**src/rdpc_params.svh**
```systemverilog
/*
  Constants for the read data parity checker: widths, latencies, reset values.
  Assumes inclusion by bare name from the package and design files.
*/
`ifndef RDPC_PARAMS_SVH
`define RDPC_PARAMS_SVH

`define RDPC_DATA_BYTES 8
`define RDPC_ADDR_W 29
`define RDPC_CTRL_W 8
`define RDPC_PARITY_ERROR_OUT_N_LAT 2
`define RDPC_PARITY_ERROR_OUT_N_LAT_DP 3
`define RDPC_ADDR_RST 29'h0000_0000
`define RDPC_CTRL_RST 8'h00

`endif

```
**src/rdpc_lane_check.sv**
```systemverilog
/*
  Per-lane even parity check over the byte lanes that carry valid read data.
  Assumes data, parity and lane enables are stable in the burst-ready clock.
*/
`timescale 1ns/100ps
`default_nettype none
`include "rdpc_params.svh"

module rdpc_lane_check #(
  parameter int NBYTES = `RDPC_DATA_BYTES
) (
  input wire logic [NBYTES*8-1:0] dataIn,
  input wire logic [NBYTES-1:0] parityIn,
  input wire logic [NBYTES-1:0] laneValid,
  output logic errAny
);
  function automatic logic lane_bad(input logic [7:0] b, input logic p);
    lane_bad = ^{b, p};
  endfunction

  logic [NBYTES-1:0] laneErr;

  for (genvar i = 0; i < NBYTES; i++) begin : g_lane
    assign laneErr[i] = laneValid[i] & lane_bad(dataIn[i*8 +: 8], parityIn[i]);
  end

  assign errAny = |laneErr;
endmodule
`default_nettype wire

```
**config.mk**
```make
export PLATFORM = sky130hd
export DESIGN_NAME = rdpc_lane_check
export DESIGN_NICKNAME = d
export VERILOG_FILES = /design/src/rdpc_lane_check.sv
export VERILOG_INCLUDE_DIRS = /design/src
export SDC_FILE = /design/constraint.sdc
export NUM_CORES = 1
export LEC_CHECK = 0
export ABC_AREA = 0
export BUFFER_PORTS_ARGS = -buffer_cell sky130_fd_sc_hd__buf_2
export CELL_PAD_IN_SITES_DETAIL_PLACEMENT = 0
export CELL_PAD_IN_SITES_GLOBAL_PLACEMENT = 1
export CORE_ASPECT_RATIO = 0.8
export CORE_MARGIN = 2
export CORE_UTILIZATION = 22
export DETAILED_ROUTE_END_ITERATION = 6
export PLACE_DENSITY_LB_ADDON = 0.2
export SYNTH_ARGS = -nofsm -noshare
export SYNTH_HDL_FRONTEND = slang
export SYNTH_SLANG_ARGS = --single-unit
```
**constraint.sdc**
```tcl
create_clock -name vclk -period 1.9
set_input_delay 0.38 -clock vclk [all_inputs]
set_output_delay 0.38 -clock vclk [all_outputs]
set_load 0.02 [all_outputs]
```
# Word level (Yosys, flattened, before mapping)

Index checks and enable logic that the tools add are counted.

Bitwise operators: 8
Reduce and logical (&&, ||, !) cells: 9

Operators by type and width:

| operator           | number |
|---|---|
| 9-bit parity       | 8 |
| 1-bit bitwise AND  | 8 |
| 8-bit OR reduction | 1 |

Output and inout port bits: 1
Word-level logic and storage cells: 17
Register bits: 0
Bits of input ports: 80

# Longest topological paths before layout

Gate-level depths: netlist of run 1.

Depth after elaboration: 3
Mapped depth: 5
Depth with buffers taken out: 5

# Least setup slack after synthesis of run 1

Ideal clock, no wire load.

Kind: input to output
Start: input dataIn[6]
End: output errAny
Stages: 5
Setup slack: 42 ps
Data arrival time: 1478 ps
Data required time: 1520 ps
Buffers on the path: 0
Cell sequence: xor2_1 > xnor3_2 > xnor2_1 > a22oi_1 > nand4_1

Word-level cells in the longest chain between the ends: 3

RTL lines:

| what               | RTL line              | source |
|---|---|---|
| start, declared    | rdpc_lane_check.sv:12 | `input wire logic [NBYTES*8-1:0] dataIn,` |
| 9-bit parity       | rdpc_lane_check.sv:18 | `lane_bad = ^{b, p};` |
| 1-bit bitwise AND  | rdpc_lane_check.sv:24 | `assign laneErr[i] = laneValid[i] & lane_bad(dataIn[i*8 +: 8], parityIn[i]);` |
| 8-bit OR reduction | rdpc_lane_check.sv:27 | `assign errAny = \|laneErr;` |
| end, declared      | rdpc_lane_check.sv:15 | `output logic errAny` |

No other way between the ends.

# Worst setup path in the final report of run 1

Start: input dataIn[49]
End: output errAny

The elaborated chain is that of the path after synthesis.

==> results.sh, run 1 <==
export IMPL_grt_pass1_vias=641
export IMPL_leakagePower_nw=0.635
export IMPL_setup_violations=1
export IMPL_drv_slew=0
export IMPL_grt_max_degree=2
export IMPL_gp_congestion=0.606
export IMPL_final_cells=180
export IMPL_fmax_ghz=0.486
export IMPL_cp_required_ps=1520
export IMPL_status="finished, violations left"
export IMPL_startpoint_type="input port"
export IMPL_antenna_found_initial=0
export IMPL_seqCellArea_um2=0
export IMPL_wire_per_inst_um=8.26
export IMPL_fin_util_pct=43.7
export IMPL_hold_path_class="input port to output pin"
export IMPL_finalWirelength_mm=1.49
export IMPL_yosys_warnings=0
export IMPL_powerDensity_mw_per_mm2=377
export IMPL_critPathMaxStageDelay_ps=420
export IMPL_fin_crit_sh_pct=108
export IMPL_syn_cell_area_um2=638
export IMPL_drive_gt1_share_pct=66.2
export IMPL_drc=0
export IMPL_die_area_mm2=0.00335
export IMPL_drt_met1_wl_um=525
export IMPL_crit_slowest_cell="xnor3_1"
export IMPL_grt_usage_pct=8.54
export IMPL_seq_cell_count=0
export IMPL_io_pins=81
export IMPL_cp_max_fo=1
export IMPL_initial_core_util_pct=23.1
export IMPL_fin_nets=224
export IMPL_mostFrequentLayoutCell="buf_2"
export IMPL_rsz0062_at_grt="yes"
export IMPL_critPathCaptureType="output pin"
export IMPL_critPathKind="input port to output pin"
export IMPL_violations="negative setup slack"
export IMPL_cp_cell_sequence="buf_2, xor2_1, xnor3_1, xnor2_1, a22oi_1, nand4_1, buf_6"
export IMPL_ys_seq_area_share_pct=0
export IMPL_dp_cells=180
export IMPL_n_fill_cell=286
export IMPL_diodes=0
export IMPL_dp_hpwl_mm=1.38
export IMPL_worstPathArrival_ps=1680
export IMPL_drtIter0Drc=1
export IMPL_slew_headroom_pct=83.2
export IMPL_worst_slew_pin_slew_ps=251
export IMPL_synth_cell_types=6
export IMPL_fin_crit_ps=2060
export IMPL_fin_area_mm2=0.00121
export IMPL_cap_viol_max_count=0
export IMPL_syn_to_final_growth_pct=89.2
export IMPL_clock_buffers=0
export IMPL_syn_inst=61
export IMPL_wl_met2_um=702
export IMPL_port_buffers=81
export IMPL_dr_total_vias=698
export IMPL_highest_layer="met3"
export IMPL_final_cell_mix="buf_2 (76), xnor2_1 (31), xnor2_2 (9)"
export IMPL_firstDrtPassIters=2
export IMPL_grt_pass1_wl_mm=2.42
export IMPL_met3_length_um=258
export IMPL_hold_viol=0
export IMPL_rows=17
export IMPL_post_dp_cell_area_mm2=0.00109
export IMPL_syn_nets=141
export IMPL_drtAntennaViolNets=0
export IMPL_core_mm2=0.00277
export IMPL_overflow=0
export IMPL_syn_area_per_cell_um2=10.5
export IMPL_whs_ps=1090
export IMPL_ir_drop_mv=0.138
export IMPL_via_per_inst=3.88
export IMPL_setup_ws_ps=-158
export IMPL_dieHeight_um=52.2
export IMPL_die_x_um=64.2
-- stage by stage --
stage | setup TNS [ps] | setup slack, ps | power, mW
detailed placement | -198 | -198 | 0.410
floorplan | 0 | 41.8 | 0.285
CTS | -177 | -177 | 0.431
global route | -244 | -244 | 0.500
global placement | -187 | -187 | 0.406
finish | -158 | -158 | 0.455
-- worst paths after layout --
check                   startpoint     end  slack [ps]  cells after the start
worst max-delay path    dataIn[49]  errAny        -160                      7
worst min-delay path  laneValid[3]  errAny        1090                      4
-- report_power, final --
part	switching [mW]	leakage, nW	internal, mW
Sequential	0	0	0
Clock	0	0	0
Combinational	0.157	0.635	0.298
-- final cells by class --
class	instances	area, µm²	share of cell area [%]
multi-input combinational	61	723	59.9
timing repair buffer	81	437	36.2
tap	38	47.5	3.94
-- cell usage after synthesis (all sizes together) --
cell   number  area [µm²]
a22oi       4        30.0
nand4       1        6.26
xnor2      40         350
xnor3       8         181
xor2        8        70.1
-- worst max-delay path: cells and delay by family --
family | cells | cell delay (ps)
compound gates | 1 | 200
xor+xnor | 3 | 720
buf+inv | 2 | 250
simple gates | 1 | 130
-- cells by family after synthesis --
| kind of cell | share of synthesized area [%] |
|---|---|
| and+or+nand+nor | 0.981 |
| xor gates and xnor gates | 94.3 |
| AOI/OAI and AO/OA | 4.71 |
-- timing repair --
item | in CTS | in global routing
cloned | 0 | 0
resized for setup | 8 | 10
hold buffers | 0 | 0
pin swaps | 11 | 10
setup endpoints to repair | 1 | 1
setup buffers | 0 | 0
-- routing by layer --
metal / GRT usage, % / vias to the layer above
met5: 0 / -
met1: 11.0 / 289
met3: 1.72 / 0
met4: 0 / 0
li1: - / 362
met2: 15.8 / 47
No activity file was read; power rests on OpenSTA's default activity.
==> run 2: changes to the inputs <==
BUFFER_PORTS_ARGS = not set   (was -buffer_cell sky130_fd_sc_hd__buf_2)
CORE_ASPECT_RATIO = not set   (was 0.8)
CORE_UTILIZATION = 44   (was 22)
DONT_BUFFER_PORTS = 1   (was not set)
==> run 2 against run 1 <==
Net effect:
- via count down 38%
- sequential share of layout area unchanged
- cell count down 57%
- core utilization up 9.1 points
- hold slack worse by 82 ps
- total power down 27%
- the run still ends with negative setup slack left
- critical path depth down 1
- routed wire length down 26%
- fmax up 6.0%
- critical path type unchanged
- combinational power down 27%
- flip-flop and latch count unchanged
==> results.sh, run 2 (synthesis gave the netlist of run 1 again) <==
export IMPL_gp_congestion=0.606
export IMPL_seq_cell_count=0
export IMPL_rows=13
export IMPL_post_dp_cell_area_um2=664
export IMPL_critPathKind="input port to output pin"
export IMPL_mostFrequentLayoutCell="xnor2_1"
export IMPL_fin_area_um2=703
export IMPL_clock_buffers=0
export IMPL_drtAntennaViolNets=0
export IMPL_drc=0
export IMPL_dieHeight_um=42.1
export IMPL_die_area_mm2=0.00177
export IMPL_cap_viol_max_count=0
export IMPL_worstPathArrival_ps=1560
export IMPL_grt_pass1_wl_mm=1.58
export IMPL_hold_viol=0
export IMPL_setup_worst_path_start="dataIn[17]"
export IMPL_hold_path_class="input port to output pin"
export IMPL_grt_usage_pct=10.8
export IMPL_rsz0062_at_grt="yes"
export IMPL_antenna_found_initial=0
export IMPL_finalWirelength_mm=1.10
export IMPL_startpoint_type="input port"
export IMPL_diodes=0
export IMPL_violations="negative setup slack"
export IMPL_core_mm2=0.00133
export IMPL_fin_crit_sh_pct=102
export IMPL_seqCellArea_um2=0
export IMPL_overflow=0
export IMPL_fin_nets=144
export IMPL_fmax_ghz=0.515
export IMPL_via_per_inst=5.62
export IMPL_grt_max_degree=2
export IMPL_status="finished, violations left"
export IMPL_leakagePower_nw=0.276
export IMPL_drtIter0Drc=0
export IMPL_syn_to_final_growth_pct=10.2
export IMPL_place_ws_ps=-82.3
export IMPL_setup_ws_ps=-41.7
export IMPL_dp_cells=77
export IMPL_critPathCaptureType="output pin"
export IMPL_io_pins=81
export IMPL_fin_crit_ps=1940
export IMPL_die_x_um=42.1
export IMPL_port_buffers=0
export IMPL_final_cells=77
export IMPL_cp_max_fo=1
export IMPL_final_cell_mix="xnor2_1 (37), xor2_1 (8), xnor3_1 (7)"
export IMPL_firstDrtPassIters=1
export IMPL_ir_drop_mv=0.175
export IMPL_drv_slew=0
export IMPL_powerDensity_mw_per_mm2=475
export IMPL_min_delay_start="laneValid[3]"
export IMPL_drive_gt1_share_pct=9.68
export IMPL_grt_pass1_vias=428
export IMPL_wire_per_inst_um=14.3
export IMPL_slew_headroom_pct=83.5
export IMPL_worst_slew_pin_slew_ps=245
export IMPL_setup_violations=1
export IMPL_initial_core_util_pct=47.8
export IMPL_dr_total_vias=433
export IMPL_cp_required_ps=1520
-- run 2: cell types whose count changed in the layout (fill, tap and decap cells not counted), sizes merged --
cell / before / now
buf: 81 / 1
-- run 2: through the flow --
step | util [%] | TNS [ps] | total power, mW | hold slack, ps
5_1_grt | 52.7 | -152 | 0.365 | 1040
3_3_place_gp | 49.8 | -55.6 | 0.313 | 1020
6_report | 52.7 | -41.7 | 0.334 | 1010
4_1_cts | 52.2 | -33.6 | 0.339 | 1020
2_1_floorplan | - | 0 | 0.285 | 982
3_5_place_dp | 49.8 | -82.3 | 0.319 | 1030
-- run 2: critical path, stage by stage --
cell and delay, ps:
xor2_1 150, xnor3_1 430, xnor2_1 140, a22oi_1 180
nand4_1 110, buf_4 170
-- run 2: where the power goes --
part,leakage [nW],internal (mW),switching (mW)
logic,0.276,0.225,0.109
clock network,0,0,0
registers,0,0,0
total,0.276,0.225,0.109
-- run 2: layout make-up --
type | count | area [µm²]
multi-input combinational | 61 | 677
timing repair buffer | 1 | 7.51
fill | 137 | 631
tap | 15 | 18.8
-- run 2: timing repair --
action | 4_1_cts | 5_1_grt
endpoints found under the setup margin | 1 | 1
hold buffers | 0 | 0
buffers inserted | 0 | 0
resized for setup | 4 | 1
pin swaps | 10 | 6
-- run 2: worst paths after layout --
check	endpoint	slack (ps)	depth (start not counted)
worst max-delay path	errAny	-40	6
worst min-delay path	errAny	1010	3
-- run 2: per-layer routing --
layer	track usage [%]	wire (µm)
met4	0	0
met5	0	0
met1	10.4	298
met2	24.1	648
met3	1.72	156
